File: config.mk
export PLATFORM = sky130hd
export DESIGN_NAME = rec_regulator_ctrl
export DESIGN_NICKNAME = d
export VERILOG_FILES = /design/src/rec_pkg.sv /design/src/rec_pin_sync.sv /design/src/rec_edge_detect.sv /design/src/rec_regulator_ctrl.sv
export SDC_FILE = /design/constraint.sdc
export NUM_CORES = 1
export LEC_CHECK = 0
export ABC_AREA = 1
export BUFFER_PORTS_ARGS = -buffer_cell sky130_fd_sc_hd__buf_2
export CAP_MARGIN = 25
export CORE_ASPECT_RATIO = 0.5
export CORE_MARGIN = 2
export CORE_UTILIZATION = 40
export CTS_CLUSTER_DIAMETER = 80
export DETAILED_ROUTE_END_ITERATION = 7
export PLACE_DENSITY = 0.78
export SYNTH_ARGS = -nofsm -noshare
export SYNTH_HDL_FRONTEND = slang
export SYNTH_SLANG_ARGS = --single-unit
File: constraint.sdc
create_clock -name ref_clk -period 1.5 [get_ports ref_clk]
set_clock_uncertainty 0.05 [all_clocks]
set_input_delay 0.3 -clock ref_clk [delete_from_list [all_inputs] [get_ports ref_clk]]
set_output_delay 0.3 -clock ref_clk [all_outputs]
set_load 0.1 [all_outputs]
File: src/rec_pkg.sv
// shared constants for the regulator enable control block
package rec_pkg;
    // register map, word offsets as the cpu sees them
    localparam logic [15:0] REG_CONTROL_ADDR = 16'h7004;
    localparam logic [15:0] REG_POWER_MGMT_ADDR = 16'h1930;
    localparam logic [15:0] REG_STATUS_ADDR = 16'h7005;
    // regulator_control fields
    localparam int CTRL_USB_EN_BIT = 0;
    localparam int CTRL_VSEL_BIT = 1;
    // rtc_power_mgmt_register fields
    localparam int PM_BANDGAP_POWER_DOWN_BIT = 0;
    localparam int PM_REGULATOR_POWER_DOWN_BIT = 1;
    localparam int PM_WAKE_EN_BIT = 2;
    localparam int PM_ALARM_EN_BIT = 3;
    // status fields
    localparam int ST_ANA_BIT = 0;
    localparam int ST_CORE_BIT = 1;
    localparam int ST_USB_BIT = 2;
    localparam int ST_DOWN_BIT = 3;
    // reset values and voltage select encodings
    localparam logic VSEL_1V3 = 1'b0;
    localparam logic VSEL_1V05 = 1'b1;
    localparam logic USB_RESET_EN = 1'b0;
    localparam logic [15:0] READ_ZERO = 16'h0000;
    // power state encodings
    typedef enum logic [0:0]
    {
        REC_RUN = 1'b0,
        REC_DOWN = 1'b1
    } rec_state_e;
endpackage

File: src/rec_pin_sync.sv
// three-stage synchroniser for a pin level, change taken when stages two and three agree
`timescale 1ns/100ps
module rec_pin_sync
#(
    parameter logic RESET_VALUE = 1'b0
)
(
    // clock and reset
    input wire logic clk,
    input wire logic resetn,
    // pin and clean level
    input wire logic pinIn,
    output logic levelOut
);
    typedef struct packed
    {
        logic s1;
        logic s2;
        logic s3;
        logic lvl;
    } rec_sync_s;

    rec_sync_s st_q;
    rec_sync_s st_d;

    // shift the pin through; stage one is read only by stage two
    always_comb
    begin
        st_d = st_q;
        st_d.s1 = pinIn;
        st_d.s2 = st_q.s1;
        st_d.s3 = st_q.s2;
        if (st_q.s2 == st_q.s3)
        begin
            st_d.lvl = st_q.s3;
        end
    end

    // state register
    always_ff @(posedge clk or negedge resetn)
    begin
        if (!resetn)
        begin
            st_q <= {4{RESET_VALUE}};
        end
        else
        begin
            st_q <= st_d;
        end
    end

    assign levelOut = st_q.lvl;
endmodule

File: src/rec_edge_detect.sv
// rising edge detector for an already synchronised level
`timescale 1ns/100ps
module rec_edge_detect
(
    // clock and reset
    input wire logic clk,
    input wire logic resetn,
    // level and pulse
    input wire logic levelIn,
    output logic risePulse
);
    typedef struct packed
    {
        logic prev;
        logic pulse;
    } rec_edge_s;

    rec_edge_s st_q;
    rec_edge_s st_d;

    // one-cycle pulse on a low-to-high change
    always_comb
    begin
        st_d.prev = levelIn;
        st_d.pulse = levelIn && !st_q.prev;
    end

    // state register
    always_ff @(posedge clk or negedge resetn)
    begin
        if (!resetn)
        begin
            st_q <= '0;
        end
        else
        begin
            st_q <= st_d;
        end
    end

    assign risePulse = st_q.pulse;
endmodule

File: src/rec_regulator_ctrl.sv
// regulator enable control: register file, power-down latch and regulator enables
//
// Notes on behaviour
// either power-down bit turns all regulators off
// only wake pin, alarm, rtc cycle re-enable
// analog regulator on unless powered down
// core regulator off while disable pin high
// software selects core voltage at run time
// core voltage resets to 1.3 V
// usb regulator follows its software enable
// usb regulator disabled after reset
// disabled core or usb output goes hi-z
// board holds core disable pin static
// select bit 0 is 1.3 V, 1 is 1.05 V
// usb enable bit 0 off, 1 on
//
// Added by the designer: the address-and-strobe port.
`timescale 1ns/100ps
module rec_regulator_ctrl
(
    // clock and reset
    input wire logic ref_clk,
    input wire logic resetn,
    // register port
    input wire logic [15:0] regAddr,
    input wire logic [15:0] regWrData,
    input wire logic regWrite,
    input wire logic regRead,
    output logic [15:0] regRdData,
    // board pins and wake sources
    input wire logic coreRegulatorDisablePin,
    input wire logic wakeupPin,
    input wire logic rtcAlarm,
    input wire logic rtcSupplyGoodn,
    // regulator controls
    output logic analogRegulatorEnable,
    output logic coreRegulatorEnable,
    output logic coreVoltageSelect,
    output logic usbRegulatorEnable,
    // output pin enables, low while the regulator drives its pin, then the power-down status flag
    output logic coreRegulatorOutputOen,
    output logic usbRegulatorOutputOen,
    output logic regulatorsDown
);
    typedef struct packed
    {
        // power-down latch
        rec_pkg::rec_state_e state;
        // software register bits
        logic usbEnable;
        logic voltageSelect;
        logic bandgapPowerDown;
        logic regulatorPowerDown;
        logic wakeEnable;
        logic alarmEnable;
        // registered outputs
        logic anaEn;
        logic coreEn;
        logic usbEn;
        logic vsel;
        logic coreOen;
        logic usbOen;
        logic down;
        // read answer, one cycle only
        logic [15:0] rdData;
    } rec_ctrl_s;

    rec_ctrl_s st_q;
    rec_ctrl_s st_d;

    // synchronised pin levels and one-cycle wake edges
    logic coreDisableLvl;
    logic wakeLvl;
    logic alarmLvl;
    logic supplyLostLvl;
    logic wakeRise;
    logic alarmRise;

    // pins come from outside the clock domain
    rec_pin_sync #(.RESET_VALUE(1'b0)) uCoreDisSync
    (
        .clk(ref_clk),
        .resetn(resetn),
        .pinIn(coreRegulatorDisablePin),
        .levelOut(coreDisableLvl)
    );

    rec_pin_sync #(.RESET_VALUE(1'b0)) uWakeSync
    (
        .clk(ref_clk),
        .resetn(resetn),
        .pinIn(wakeupPin),
        .levelOut(wakeLvl)
    );

    rec_pin_sync #(.RESET_VALUE(1'b0)) uAlarmSync
    (
        .clk(ref_clk),
        .resetn(resetn),
        .pinIn(rtcAlarm),
        .levelOut(alarmLvl)
    );

    rec_pin_sync #(.RESET_VALUE(1'b0)) uSupplySync
    (
        .clk(ref_clk),
        .resetn(resetn),
        .pinIn(rtcSupplyGoodn),
        .levelOut(supplyLostLvl)
    );

    // wake and alarm count on their assertion edge, not a level left high
    rec_edge_detect uWakeEdge
    (
        .clk(ref_clk),
        .resetn(resetn),
        .levelIn(wakeLvl),
        .risePulse(wakeRise)
    );

    rec_edge_detect uAlarmEdge
    (
        .clk(ref_clk),
        .resetn(resetn),
        .levelIn(alarmLvl),
        .risePulse(alarmRise)
    );

    // next state: register writes, power-down latch, enables, read data
    always_comb
    begin
        logic ctrlWrite;
        logic pmWrite;
        logic pinWake;
        logic alarmWake;
        logic supplyWake;
        logic wakeEvent;
        logic pdRequest;
        logic isDown;
        ctrlWrite = 1'b0;
        pmWrite = 1'b0;
        pinWake = 1'b0;
        alarmWake = 1'b0;
        supplyWake = 1'b0;
        wakeEvent = 1'b0;
        pdRequest = 1'b0;
        isDown = 1'b0;
        st_d = st_q;

        // exact decode; a write to the read-only status word matches neither
        ctrlWrite = regWrite && (regAddr == rec_pkg::REG_CONTROL_ADDR);
        pmWrite = regWrite && (regAddr == rec_pkg::REG_POWER_MGMT_ADDR);

        // register writes
        if (ctrlWrite)
        begin
            st_d.usbEnable = regWrData[rec_pkg::CTRL_USB_EN_BIT]; // see R7
            st_d.voltageSelect = regWrData[rec_pkg::CTRL_VSEL_BIT]; // see R5
        end
        if (pmWrite)
        begin
            st_d.bandgapPowerDown = regWrData[rec_pkg::PM_BANDGAP_POWER_DOWN_BIT];
            st_d.regulatorPowerDown = regWrData[rec_pkg::PM_REGULATOR_POWER_DOWN_BIT];
            st_d.wakeEnable = regWrData[rec_pkg::PM_WAKE_EN_BIT];
            st_d.alarmEnable = regWrData[rec_pkg::PM_ALARM_EN_BIT];
        end

        // the wake pin counts only if software enabled it beforehand
        pinWake = wakeRise && st_q.wakeEnable;
        // so does the alarm, with its own enable
        alarmWake = alarmRise && st_q.alarmEnable;
        // a lost rtc supply always wakes, whatever the enables hold
        supplyWake = supplyLostLvl;
        wakeEvent = pinWake || alarmWake || supplyWake;
        // the request sees the bits as this cycle's write leaves them
        pdRequest = st_d.bandgapPowerDown || st_d.regulatorPowerDown;

        // power-down latch: once down, only a wake event brings it back
        unique case (st_q.state)
            rec_pkg::REC_RUN:
            begin
                // either power-down bit drops all three regulators
                if (pdRequest)
                begin
                    st_d.state = rec_pkg::REC_DOWN;
                end
            end
            rec_pkg::REC_DOWN:
            begin
                if (wakeEvent)
                begin
                    // clearing the bits stops an instant re-shutdown
                    st_d.state = rec_pkg::REC_RUN;
                    st_d.bandgapPowerDown = 1'b0;
                    st_d.regulatorPowerDown = 1'b0;
                end
            end
        endcase
        // rtc supply cycle also wins over a power-down written the same cycle
        if (supplyLostLvl)
        begin
            st_d.state = rec_pkg::REC_RUN;
            st_d.bandgapPowerDown = 1'b0;
            st_d.regulatorPowerDown = 1'b0;
        end

        // enables follow the next state, so they move in the same cycle as the latch
        isDown = (st_d.state == rec_pkg::REC_DOWN);
        st_d.down = isDown;
        st_d.vsel = st_d.voltageSelect;
        if (isDown)
        begin
            // the shared power-down drops every rail, whatever else is set
            st_d.anaEn = 1'b0;
            st_d.coreEn = 1'b0;
            st_d.usbEn = 1'b0;
        end
        else
        begin
            // nothing but the power-down can turn the analog regulator off
            st_d.anaEn = 1'b1;
            // the disable pin is trusted to stay put, so no filtering beyond the sync
            st_d.coreEn = !coreDisableLvl;
            // usb rail is independent of the core pin and voltage select
            st_d.usbEn = st_d.usbEnable; // see R7
        end
        // a rail that is off releases its output pin
        st_d.coreOen = !st_d.coreEn;
        st_d.usbOen = !st_d.usbEn;

        // read data stand one cycle after the strobe only
        st_d.rdData = rec_pkg::READ_ZERO;
        if (regRead)
        begin
            unique case (regAddr)
                rec_pkg::REG_CONTROL_ADDR:
                begin
                    // control bits as last written
                    st_d.rdData[rec_pkg::CTRL_USB_EN_BIT] = st_q.usbEnable;
                    st_d.rdData[rec_pkg::CTRL_VSEL_BIT] = st_q.voltageSelect;
                end
                rec_pkg::REG_POWER_MGMT_ADDR:
                begin
                    // power-management bits, pd bits cleared by a wake
                    st_d.rdData[rec_pkg::PM_BANDGAP_POWER_DOWN_BIT] = st_q.bandgapPowerDown;
                    st_d.rdData[rec_pkg::PM_REGULATOR_POWER_DOWN_BIT] = st_q.regulatorPowerDown;
                    st_d.rdData[rec_pkg::PM_WAKE_EN_BIT] = st_q.wakeEnable;
                    st_d.rdData[rec_pkg::PM_ALARM_EN_BIT] = st_q.alarmEnable;
                end
                rec_pkg::REG_STATUS_ADDR:
                begin
                    // live regulator state, read-only
                    st_d.rdData[rec_pkg::ST_ANA_BIT] = st_q.anaEn;
                    st_d.rdData[rec_pkg::ST_CORE_BIT] = st_q.coreEn;
                    st_d.rdData[rec_pkg::ST_USB_BIT] = st_q.usbEn;
                    st_d.rdData[rec_pkg::ST_DOWN_BIT] = st_q.down;
                end
                default:
                begin
                    st_d.rdData = rec_pkg::READ_ZERO; // unmapped reads as zero
                end
            endcase
        end
    end

    // state register; reset values match a fresh power-up
    always_ff @(posedge ref_clk or negedge resetn)
    begin
        if (!resetn)
        begin
            // running, with both power-down bits clear
            st_q.state <= rec_pkg::REC_RUN;
            st_q.usbEnable <= rec_pkg::USB_RESET_EN;
            st_q.voltageSelect <= rec_pkg::VSEL_1V3;
            st_q.bandgapPowerDown <= 1'b0;
            st_q.regulatorPowerDown <= 1'b0;
            st_q.wakeEnable <= 1'b0;
            st_q.alarmEnable <= 1'b0;
            // analog and core rails up, usb rail off and released
            st_q.anaEn <= 1'b1;
            st_q.coreEn <= 1'b1;
            st_q.usbEn <= 1'b0;
            st_q.vsel <= rec_pkg::VSEL_1V3;
            st_q.coreOen <= 1'b0;
            st_q.usbOen <= 1'b1;
            st_q.down <= 1'b0;
            // no read answer pending
            st_q.rdData <= rec_pkg::READ_ZERO;
        end
        else
        begin
            st_q <= st_d;
        end
    end

    // outputs straight from flip-flops
    assign analogRegulatorEnable = st_q.anaEn;
    assign coreRegulatorEnable = st_q.coreEn;
    assign coreVoltageSelect = st_q.vsel;
    assign usbRegulatorEnable = st_q.usbEn;
    assign coreRegulatorOutputOen = st_q.coreOen;
    assign usbRegulatorOutputOen = st_q.usbOen;
    assign regulatorsDown = st_q.down;
    // read answer, zero outside its cycle
    assign regRdData = st_q.rdData;
endmodule

; Word level (Yosys, flattened, before mapping)
; Index checks and enable logic that the tools add are counted.
[word_totals]
regBits = 48
inputBits = 40
out_inout_bits = 23
wordCells = 68
[classes]
eq_ne = 7
n_mux = 13
bitwise = 1
n_reduce_logical = 14
[op_table]
columns = op, count
row1 = "16-bit by 15-bit == test with 1-bit output, second input constant", 2
row2 = "16-bit by 13-bit == test with 1-bit output, second input constant", 1
row3 = 2-bit two-way mux, 4
row4 = 4-bit two-way mux, 2
row5 = 1-bit logical AND, 6
row6 = 2-bit one-hot mux with 3 select lines, 1
row7 = 1-bit zero test, 5
row8 = 1-bit == test, 4
row9 = 2-bit one-hot mux with 2 select lines, 1
row10 = 1-bit logical OR, 3
row11 = 1-bit two-way mux, 3
row12 = 3-bit two-way mux, 1
row13 = 1-bit one-hot mux with 2 select lines, 1
row14 = 1-bit inverter, 1

; Logic depth before layout (Yosys ltp)
; Gate-level depths: netlist of run 1.
[logic_depth]
ltp_word = 9
mapped_depth = 10
depth_no_buf = 10

; By module
; A second synthesis of run 1 with hierarchy kept.
[hier_totals]
hier_cells = 177
hier_area_um2 = 1684.1
[modules_own_cells]
columns = module, instances, cells_per_inst, area_each_um2, seq_area_each_um2
row1 = rec_regulator_ctrl, 1, 137, 1098.6, 404.1
row2 = rec_pin_sync, 4, 8, 116.4, 100.1
row3 = rec_edge_detect, 2, 4, 60.1, 50.0

; Least setup slack after synthesis of run 1
; OpenSTA, ideal clock, no wires.
[synth_path]
path_kind = register to register
start = reg regulatorsDown (netlist name)
end = reg st_q, in the netlist coreRegulatorEnable
setup_time_ns = 0.068
arrival_time_ns = 1.563
required_ns = 1.382
path_slack_ns = -0.180
path_stages_with_launch = 5
n_path_buf = 0
period_less_slack_ns = 1.680
cell_sequence = dfrtp_1 a21oi_1 nand3_1 nand3_2 nor2_1
[synth_lines]
columns = item, line
row1 = to (signal assigned), rec_regulator_ctrl.sv:292  ; st_q <= st_d;
row2 = to (decl), rec_regulator_ctrl.sv:68  ; rec_ctrl_s st_q;

; Worst setup path in the final report of run 1
[layout_path]
start = reg st_q, in the netlist regulatorsDown
end = out regulatorsDown
[layout_lines]
columns = item, line
row1 = to (decl), rec_regulator_ctrl.sv:43  ; output logic regulatorsDown
; No word-level cell between the ends.

==> results of run 1 <==
## cells by family after synthesis
logic type / Yosys count / share of synthesized area [%]
adders and majority gates: 4 / 2.57
muxes: 2 / 1.44
and+or+nand+nor: 68 / 21.6
DFF: 36 / 58.0
other: 1 / 0.241
AOI/OAI and AO/OA: 7 / 2.89
buffers and inverters: 39 / 13.2
## synth_stat cells (all sizes together)
cell type	instances	area share, %
dfrtp	33	53
nand2	27	6.7
inv	23	5.5
nor2	20	6.6
buf	16	7.7
nand3	14	5.5
nand4	6	2.4
maj3	4	2.6
a21oi	3	0.96
dfstp	3	5.1
mux2	2	1.4
a31oi	1	0.40
conb	1	0.24
nand3b	1	0.48
o211ai	1	0.48
o21a	1	0.48
o21ai	1	0.56
## layout make-up
| type | instances | area (um2) |
|---|---|---|
| clock buffers | 6 | 72.6 |
| clock inverters | 2 | 35.0 |
| fillers | 306 | 1660 |
| inverters | 23 | 86.3 |
| multi-input cells | 93 | 489 |
| flip-flops and latches | 36 | 906 |
| well taps | 51 | 63.8 |
| repair buffers | 43 | 275 |
## how the worst max path moves through the flow
stage | from | endpoint | depth (start not counted)
floorplan | regulatorsDown$_DFF_PN0_ | usbRegulatorEnable$_DFF_PN0_ | 4
global placement | regAddr[1] | usbRegulatorEnable$_DFF_PN0_ | 9
detailed placement | regAddr[1] | usbRegulatorEnable$_DFF_PN0_ | 9
CTS | regulatorsDown$_DFF_PN0_ | regulatorsDown | 1
global route | regulatorsDown$_DFF_PN0_ | regulatorsDown | 1
finish | regulatorsDown$_DFF_PN0_ | regulatorsDown | 1
## through the flow
step	utilization, %	hold WS [ps]	instances
after floorplan	-	-45.6	168
after global placement	50.5	155	245
after detailed placement	50.5	159	245
after CTS	53.8	60.5	254
after global routing	53.8	57.6	254
final	53.8	70.1	254
## registers in the layout, summed over array words and instances (netlist names), 2 cells and up
signal             cells
regRdData              4
st_q                   5
uWakeSync.st_d         2
uAlarmSync.st_d        2
uSupplySync.st_d       2
uCoreDisSync.st_d      2
## layout by cell type, fill, tap and decap left out
cell type / count
maj3_1: 4
dfstp_2: 3
nand2_2: 1
dfrtp_2: 1
nand3b_1: 1
bufinv_16: 1
inv_1: 23
nand2_1: 26
a31oi_1: 1
clkbuf_8: 5
buf_4: 4
nor2_2: 2
dfrtp_1: 32
conb_1: 12
nor2_1: 15
o21ai_2: 1
nand3_1: 11
o21a_1: 1
nand4_1: 6
clkinv_2: 1
nor2_4: 3
buf_12: 3
nand3_2: 3
mux2_2: 2
o211ai_1: 1
clkbuf_1: 1
a21oi_1: 3
buf_2: 35
dlygate4sd3_1: 1
## report_power, final
part / total, uW / internal (uW) / switching (uW)
Clock: 813 / 493 / 320
Combinational: 300 / 62.2 / 238
Sequential: 1040 / 1020 / 22.1
Total: 2150 / 1570 / 581
## routing by layer
layer / vias to the layer above / GRT usage, %
met5: - / 0
met4: 0 / 7.46
met3: 9 / 5.87
met2: 34 / 26.2
met1: 528 / 15.0
li1: 556 / -
==> impl_summary.log, run 1 <==
INFO  metric outcome = finished clean
INFO  metric cts_buffers = 5
INFO  metric drive_above_1_share = around a third
INFO  metric route.final.wire_length = 2.81 mm
INFO  metric final.setup.tns = 0 ps
INFO  metric placed_area = 1810 um2
INFO  metric floorplan.initialDensity = between 40% and 50%
INFO  metric core_area = 3580 um2
INFO  metric number_of_setup_buffers_added_after_cts = 0
INFO  metric min_path_type = in2reg
INFO  metric cp_launch_type = flop
INFO  metric timing.final.max_slew_violations = 0
INFO  metric crit_required = 1150 ps
INFO  metric cts_tree = done
INFO  metric reg2reg_start = st_q[23]$_DFFE_PN0N_
INFO  metric synthesis.area_per_instance = 9.93 um2
INFO  metric endpoint_kind = output port
INFO  metric crit_path_top_delay_cell = buf_2
INFO  metric synth_instances = 157
INFO  metric met2_wirelength = 1.41 mm
INFO  metric ctsResizeCount = 0
INFO  metric cts_max_path_buffers = 2
INFO  metric worst_r2r_endpoint = usbRegulatorEnable$_DFF_PN0_
INFO  metric fp-row-count = 15
INFO  metric ff2ff_path_depth = 6
INFO  metric drc_errors = 0
INFO  metric min_delay_path_depth = 1
INFO  metric routed.top_layer = met4
INFO  metric critical-path-max-stage-delay = between 400 and 500 ps
INFO  metric p_per_area = between 1000 and 1500 nW/um2
INFO  metric post_synth_num_cell_types = 21
INFO  metric synth_area = 1560 um2
INFO  metric final.period_utilization = 97.4%
INFO  metric timing.critical_path.arrival = roughly 1100 ps
INFO  metric routed_via_density = 4.44
INFO  metric synth.yosys.warnings = 0
INFO  metric worstSkewPairLatency = 280 ps
INFO  metric worstHoldEndpoint = uCoreDisSync.st_d[2]$_DFF_PN0_
INFO  metric worst_hold_startpoint = coreRegulatorDisablePin
INFO  metric achievable_freq = between 600 and 700 MHz
INFO  metric timing.critical_path.cells = buf_2
INFO  metric clk_pin_slew = 70 ps
INFO  metric place.port_buffers = 38
INFO  metric grt_pass1_wl = 4.60 mm
INFO  metric post_cts_hold_fix_bufs = 1
INFO  metric crit_family = buffers and inverters
INFO  metric detail_route.wirelength.met1 = 1.17 mm
INFO  metric worst_ir_drop_vdd = 0.554 mV
INFO  metric finish.instance_area = 1930 um2
INFO  metric setup_viol = 0
INFO  metric drtIter0Drc = 52
INFO  metric final_worst_setup_slack = 38.8 ps
INFO  metric firstDrtPassIters = 4
INFO  metric dieArea = 4440 um2
INFO  metric met3_wirelength = between 150 and 200 um
INFO  metric synth_seq_area_share = 58.0%
INFO  metric setup.reg_to_reg.worst_slack = roughly 160 ps
INFO  metric first_global_vias = 1080
INFO  metric number_of_antenna_violations_at_the_first_check_in_global_routing = 0
INFO  metric routed-via-count = 1127
INFO  metric fin_nets = 242
INFO  metric preCtsSetupSlack = -12.0 ps
INFO  metric cts_sinks = 36
INFO  metric diodes = 0
INFO  metric cts_root_buffer = clkbuf_8
INFO  metric count_of_state_elements_after_synthesis = 36
INFO  metric power_leakage = 0.00101 uW
INFO  metric rsz0062_at_grt = false
INFO  metric max-cap-violations = 0
INFO  metric grt_usage = between 10 and 15%
INFO  metric grt_overflow = 0
INFO  metric period_needed = between 1000 and 1500 ps
INFO  metric die_height = 48.1 um
INFO  metric final_hold_viol_count = 0
INFO  metric post-layout-total-power = 2150 uW
INFO  metric antenna_left = 0
INFO  metric critical_path_peak_fanout = 5
INFO  metric design.portCount = 63
INFO  metric place.gp.congestion = 0.830
INFO  metric post_drt_wl_per_cell = 11.1 um
INFO  metric crit_buf_inv = 1
INFO  metric chipWidth = 92.3 um
INFO  metric cts-htree-levels = 2
INFO  metric syn2layout_area_growth = 23.7%
INFO  metric place_hpwl = around 2.2 mm
INFO  metric critical_path_class = reg2out
INFO  metric grt_max_degree = 17
Power figures use the tool's default switching activity.
==> inputs of run 2 (changes only) <==
ABC_AREA = default   (was 1)
PLACE_DENSITY = 0.79   (was 0.78)
SETUP_SLACK_MARGIN = 0.02   (was default)
==> run 2 against run 1 <==
- the flow now finishes with violations (negative setup slack)
- synthesized area is 5.9% lower
- via count is 11% lower
- final cell count is 16% lower
- synthesized cell count is 28% lower
- routed wire length is 2.4% lower
- core utilization is 2.1 points higher
- first-iteration DRC count is 23% lower
- flip-flop and latch count stayed put
- worst hold slack better by 3.1 ps
- sequential share of layout area is 0.17 points lower
- sequential power hardly changed
==> impl_summary.log, run 2 <==
INFO  metric reg_with_most_ffs = st_q
INFO  metric period_needed = 1570 ps
INFO  metric final_hold_viol_count = 0
INFO  metric timing.critical_path.arrival = 1690 ps
INFO  metric setup.reg_to_reg.worst_slack = -60 ps
INFO  metric route.final.wire_length = 2.74 mm
INFO  metric cts_root_buffer = clkbuf_8
INFO  metric drc_errors = 0
INFO  metric dieArea = between 4000 and 5000 um2
INFO  metric worst_ir_drop_vdd = 0.491 mV
INFO  metric cts_buffers = 5
INFO  metric cts-htree-levels = 2
INFO  metric async_flop_share = 100%
INFO  metric count_of_state_elements_after_synthesis = 36
INFO  metric place.gp.congestion = 0.785
INFO  metric post_synth_num_cell_types = 35
INFO  metric grt_pass1_wl = 4.20 mm
INFO  metric number_of_antenna_violations_at_the_first_check_in_global_routing = 0
INFO  metric violations = negative setup slack
INFO  metric synth.yosys.warnings = 0
INFO  metric synth_instances = 113
INFO  metric post_synth_main_area_contributors = dfrtp_1 (56%), buf_4 (8.2%), dfstp_2 (5.4%), maj3_1 (2.7%), nor2b_1 (2.6%)
INFO  metric drtIter0Drc = 40
INFO  metric fin_cells = 213
INFO  metric crit_required = roughly 1600 ps
INFO  metric first_global_vias = 977
INFO  metric antenna_left = 0
INFO  metric synth_area = 1470 um2
INFO  metric firstDrtPassIters = 4
INFO  metric grt_max_degree = 20
INFO  metric critical_path_peak_fanout = 5
INFO  metric final_cell_mix = dfrtp_1 (32), buf_2 (32), conb_1 (12), buf_4 (7), nor2b_1 (6)
INFO  metric grt_overflow = 0
INFO  metric fillerInstances = 289
INFO  metric final.period_utilization = 105%
INFO  metric synth_seq_area_share = 61.6%
INFO  metric place_hpwl = roughly 2.1 mm
INFO  metric worstSkewPairLatency = 280 ps
INFO  metric p_per_area = 1010 nW/um2
INFO  metric cts_max_path_buffers = 2
INFO  metric post_drt_wl_per_cell = ~13 um
INFO  metric synth.top_cells.by_count = dfrtp_1 (33), buf_4 (16), nor2b_1 (6), a21oi_1 (4), maj3_1 (4)
INFO  metric chipWidth = 89.7 um
INFO  metric crit_path_top_delay_cell = or4_4
INFO  metric final_worst_setup_slack = -70.0 ps
INFO  metric die_height = ~47 um
INFO  metric synthesis.area_per_instance = 13.0 um2
INFO  metric timing.final.max_slew_violations = 0
INFO  metric max-cap-violations = 0
INFO  metric fp-row-count = 15
INFO  metric place.port_buffers = 38
INFO  metric syn2layout_area_growth = 32.2%
INFO  metric power_leakage = 0.000902 uW
INFO  metric routed-via-count = around 1000
INFO  metric synth_largest_type_area_fraction = roughly 56%
INFO  metric design.portCount = 63
INFO  metric min_path_type = in2reg
INFO  metric preCtsSetupSlack = -362 ps
INFO  metric floorplan.initialDensity = 42.3%
INFO  metric postSynth.topFlopCell = dfrtp_1
INFO  metric multiInputGateArea = 546 um2
INFO  metric timing.critical_path.cells = buf_6 -> or4_4 -> or2_4 -> o31a_1 -> a21o_1
INFO  metric grt_usage = 14.2%
INFO  metric endpoint_kind = flop
INFO  metric fin_nets = 202
INFO  metric clk_pin_slew = approximately 60 ps
INFO  metric core_area = around 3500 um2
INFO  metric drive_above_1_share = 45.7%
INFO  metric seq_area = 908 um2
INFO  metric cp_launch_type = input pin
INFO  metric largest_register_ffs = 5
INFO  metric dp_cells = 205
INFO  metric synth_top_area_cell = dfrtp_1
INFO  metric achievable_freq = between 600 and 700 MHz
INFO  metric cts_tree = done
INFO  metric critical-path-max-stage-delay = 550 ps
INFO  metric critical_path_class = in2reg
INFO  metric cts_sinks = 36
INFO  metric setup_viol = 6
INFO  metric synth_enable_flop_cells = 0
INFO  metric routed_via_density = 4.72
INFO  metric synth_most_common_cell = dfrtp_1
INFO  metric rsz0062_at_grt = true
INFO  metric outcome = finished, violations left
INFO  metric diodes = 0
## run 2: cell families after synthesis
kind of cell / count (synthesis) / synth area share, %
DFF: 36 / 61.6
and+or+nand+nor: 31 / 14.0
AOI/OAI and AO/OA: 20 / 9.38
buffers and inverters: 16 / 8.18
muxes: 5 / 3.84
adders and majority gates: 4 / 2.73
other: 1 / 0.256
## run 2: path summary, 6_finish.rpt
check	start	endpoint	depth (start not counted)
max	regAddr[13]	coreRegulatorOutputOen$_DFF_PN0_	5
min	coreRegulatorDisablePin	uCoreDisSync.st_d[2]$_DFF_PN0_	1
max reg2reg	regulatorsDown$_DFF_PN0_	coreRegulatorOutputOen$_DFF_PN0_	3
min reg2reg	uSupplySync.st_d[2]$_DFF_PN0_	uSupplySync.st_d[1]$_DFF_PN0_	0
max in group asynchronous	resetn	st_q[26]$_DFF_PN0_	3
min in group asynchronous	resetn	uWakeSync.st_d[1]$_DFF_PN0_	2
## run 2: layout make-up
| cell class | instances | share of cell area, % |
|---|---|---|
| Sequential cell | 36 | 46.8 |
| Multi-Input combinational cell | 72 | 28.1 |
| Timing Repair Buffer | 47 | 17.8 |
| Tap cell | 51 | 3.29 |
| Clock inverter | 1 | 0.258 |
| Clock buffer | 6 | 3.74 |
## run 2: through the flow
stage / util, % / total power [uW] / hold slack (ps) / TNS (ps) / area, um2
2_1_floorplan: - / 1290 / -45.6 / -1450 / 1540
3_3_place_gp: 52.0 / 1360 / 214 / -3990 / 1810
3_5_place_dp: 52.0 / 1360 / 229 / -4540 / 1810
4_1_cts: 55.0 / 2000 / 60.2 / -180 / 1910
5_1_grt: 55.9 / 2050 / 58.8 / -629 / 1940
6_report: 55.9 / 1970 / 73.2 / -235 / 1940
## run 2: critical path: cells and delay by family
family	cells	cell delay, ps
and+or+nand+nor	2	840
AOI/OAI and AO/OA	2	460
buffers and inverters	1	90
## run 2: layer usage
| layer | GRT usage (%) | part of all wire (%) |
|---|---|---|
| met5 | 0 | 0 |
| met4 | 8.96 | 2.3 |
| met1 | 16.5 | 44 |
| met2 | 24.1 | 47 |
| met3 | 3.87 | 6.8 |
## run 2: repair_timing
| action | 4_1_cts | 5_1_grt |
|---|---|---|
| setup endpoints to repair | 7 | 16 |
| hold endpoints to repair | 15 | 0 |
| pin swaps | 1 | 6 |
| resized for setup | 3 | 7 |
| hold buffers | 1 | 0 |
| buffers inserted | 0 | 0 |
## run 2: power breakdown
part           switching (uW)  total [uW]  internal [uW]  leakage, uW
combinational             234         312           77.9     0.000416
sequential               20.9        1040           1020     0.000445
clock                     302         617            315    0.0000410
total                     558        1970           1410     0.000902
==> inputs of run 3 (changes only) <==
clock period = 1.8 ns   (was 1.5 ns; I/O delays follow)
==> run 3 against run 2 <==
- the run now ends clean
- count of clock-buffer cells in the layout increased by 2
- clock power decreased by 9.2%
- routed wire length decreased by 9.6%
- non-clock buffer count decreased by 3
- combinational power decreased by 23%
- core utilization decreased by 4.4 points
- critical path depth decreased by 4
- power decreased by 15%
==> impl_summary.log, run 3 (synthesis results as in run 2) <==
INFO  metric outcome = finished clean
INFO  metric routed_via_density = 4.66
INFO  metric place.port_buffers = 38
INFO  metric grt_usage = 13.6%
INFO  metric layout.cells.most_common = buf_2
INFO  metric syn2layout_area_growth = 21.7%
INFO  metric final_hold_viol_count = 0
INFO  metric endpoint_kind = output port
INFO  metric critical_path_peak_fanout = 2
INFO  metric rsz0062_at_grt = false
INFO  metric post_drt_wl_per_cell = 11.8 um
INFO  metric worstSkewPairLatency = 270 ps
INFO  metric post-layout-total-power = 1660 uW
INFO  metric grt_overflow = 0
INFO  metric cts_root_buffer = clkbuf_8
INFO  metric floorplan.initialDensity = 42.3%
INFO  metric cts_max_path_buffers = 2
INFO  metric achievable_freq = 609 MHz
INFO  metric drtIter0Drc = 46
INFO  metric fillerInstances = 311
INFO  metric chipWidth = 89.7 um
INFO  metric drive_above_1_share = 38.1%
INFO  metric die_height = 46.8 um
INFO  metric firstDrtPassIters = 4
INFO  metric first_global_vias = 966
INFO  metric final_cell_mix = buf_2 (38), dfrtp_1 (32), conb_1 (12)
INFO  metric crit_required = 1390 ps
INFO  metric diodes = 0
INFO  metric timing.critical_path.arrival = between 1000 and 1500 ps
INFO  metric power_leakage = around 0.00084 uW
INFO  metric timing.critical_path.cells = buf_2
INFO  metric drc_errors = 0
INFO  metric cp_launch_type = flop
INFO  metric reg_with_most_ffs = st_q
INFO  metric place_hpwl = 1.86 mm
INFO  metric ctsResizeCount = 0
INFO  metric design.portCount = 63
INFO  metric post_cts_hold_fix_bufs = 0
INFO  metric fin_cells = between 200 and 250
INFO  metric slew_of_the_pin_with_the_lowest_slew_margin = ~580 ps
INFO  metric dieArea = 4200 um2
INFO  metric cts-htree-levels = 2
INFO  metric timing.final.max_slew_violations = 0
INFO  metric crit_family = flip-flops
INFO  metric crit_path_top_delay_cell = dfstp_2
INFO  metric number_of_setup_buffers_added_after_cts = 0
INFO  metric crit_buf_inv = 1
INFO  metric grt_pass1_wl = 4.05 mm
INFO  metric count_of_cell_instances_traversed_by_the_critical_path = 1
INFO  metric p_per_area = 931 nW/um2
INFO  metric place.gp.congestion = just under 0.9
INFO  metric worst_ir_drop_vdd = 0.471 mV
INFO  metric max-cap-violations = 0
INFO  metric cts_tree = done
INFO  metric setup_viol = 0
INFO  metric number_of_antenna_violations_at_the_first_check_in_global_routing = 0
INFO  metric final.period_utilization = 91.2%
INFO  metric grt_max_degree = 28
INFO  metric cts_buffers = 5
INFO  metric ff2ff_path_depth = 3
INFO  metric clk_pin_slew = around 70 ps
INFO  metric antenna_left = 0
INFO  metric core_area = 3470 um2
INFO  metric routed-via-count = 984
INFO  metric fin_nets = 199
INFO  metric min_path_type = in2async
INFO  metric dp_cells = a little over 200
INFO  metric fp-row-count = 15
INFO  metric max_slew_margin_vs_limit = approximately 61%
INFO  metric route.final.wire_length = 2.48 mm
INFO  metric cts_sinks = 36
INFO  metric period_needed = 1640 ps
INFO  metric critical_path_class = reg2out
INFO  metric critical-path-max-stage-delay = 530 ps
INFO  metric largest_register_ffs = 5
run 3: cell count changes in the layout (fill, tap and decap cells not counted), sizes merged:
cell / change
clkbuf: +2
clkinv: -1
buf: -2
dlygate4sd3: -1
run 3: per-layer routing:
layer  GRT usage, %  wire, um  vias up  share of wire, %
met5              0         0        -                 0
met4           5.07         0        0                 0
met3           5.27       201        0               8.1
met2           23.2      1160       49                47
met1           16.1      1120      464                45
li1               -         -      471                 -
run 3: final timing paths:
path                                                 start                               end  slack, ps
min in group ref_clk                        rtcSupplyGoodn     uSupplySync.st_d[2]$_DFF_PN0_        140
setup reg to reg                  regulatorsDown$_DFF_PN0_  coreRegulatorOutputOen$_DFF_PN0_        260
setup / recovery           analogRegulatorEnable$_DFF_PN1_             analogRegulatorEnable        160
hold / removal                                      resetn       uWakeSync.st_d[1]$_DFF_PN0_         40
hold reg to reg                uWakeSync.st_d[2]$_DFF_PN0_       uWakeSync.st_d[1]$_DFF_PN0_        300
max in group asynchronous                           resetn      uAlarmEdge.st_q[1]$_DFF_PN0_       1100
run 3: metrics by stage:
stage | setup WS, ps | utilization [%] | hold slack [ps] | setup TNS, ps | instance area (um2)
detailed placement | -116 | 48.9 | 285 | -816 | 1700
finish | 159 | 51.5 | 35.2 | 0 | 1790
global placement | -116 | 48.9 | 282 | -743 | 1700
floorplan | 17.7 | - | 14.4 | 0 | 1520
global route | 101 | 51.5 | 70.0 | 0 | 1790
CTS | 145 | 51.5 | 54.6 | 0 | 1790
run 3: final cells by class:
cell class                 instances  area, um2  area share [%]
clock buffer                       8       90.1            5.04
tap                               51       63.8            3.57
sequential                        36        906            50.7
timing repair buffer              44        235            13.2
multi-input combinational         72        492            27.5
run 3: worst register-to-register path, delay by kind of cell (launching register included):
family / cells / cell delay (ps)
compound gates: 2 / 540
flops: 1 / 450
simple gates: 1 / 400
run 3: power by group:
group	internal (uW)	leakage [uW]	total (uW)	switching, uW
logic	49.8	0.000349	240	190
clock network	312	0.0000455	560	248
registers	847	0.000445	863	16.1
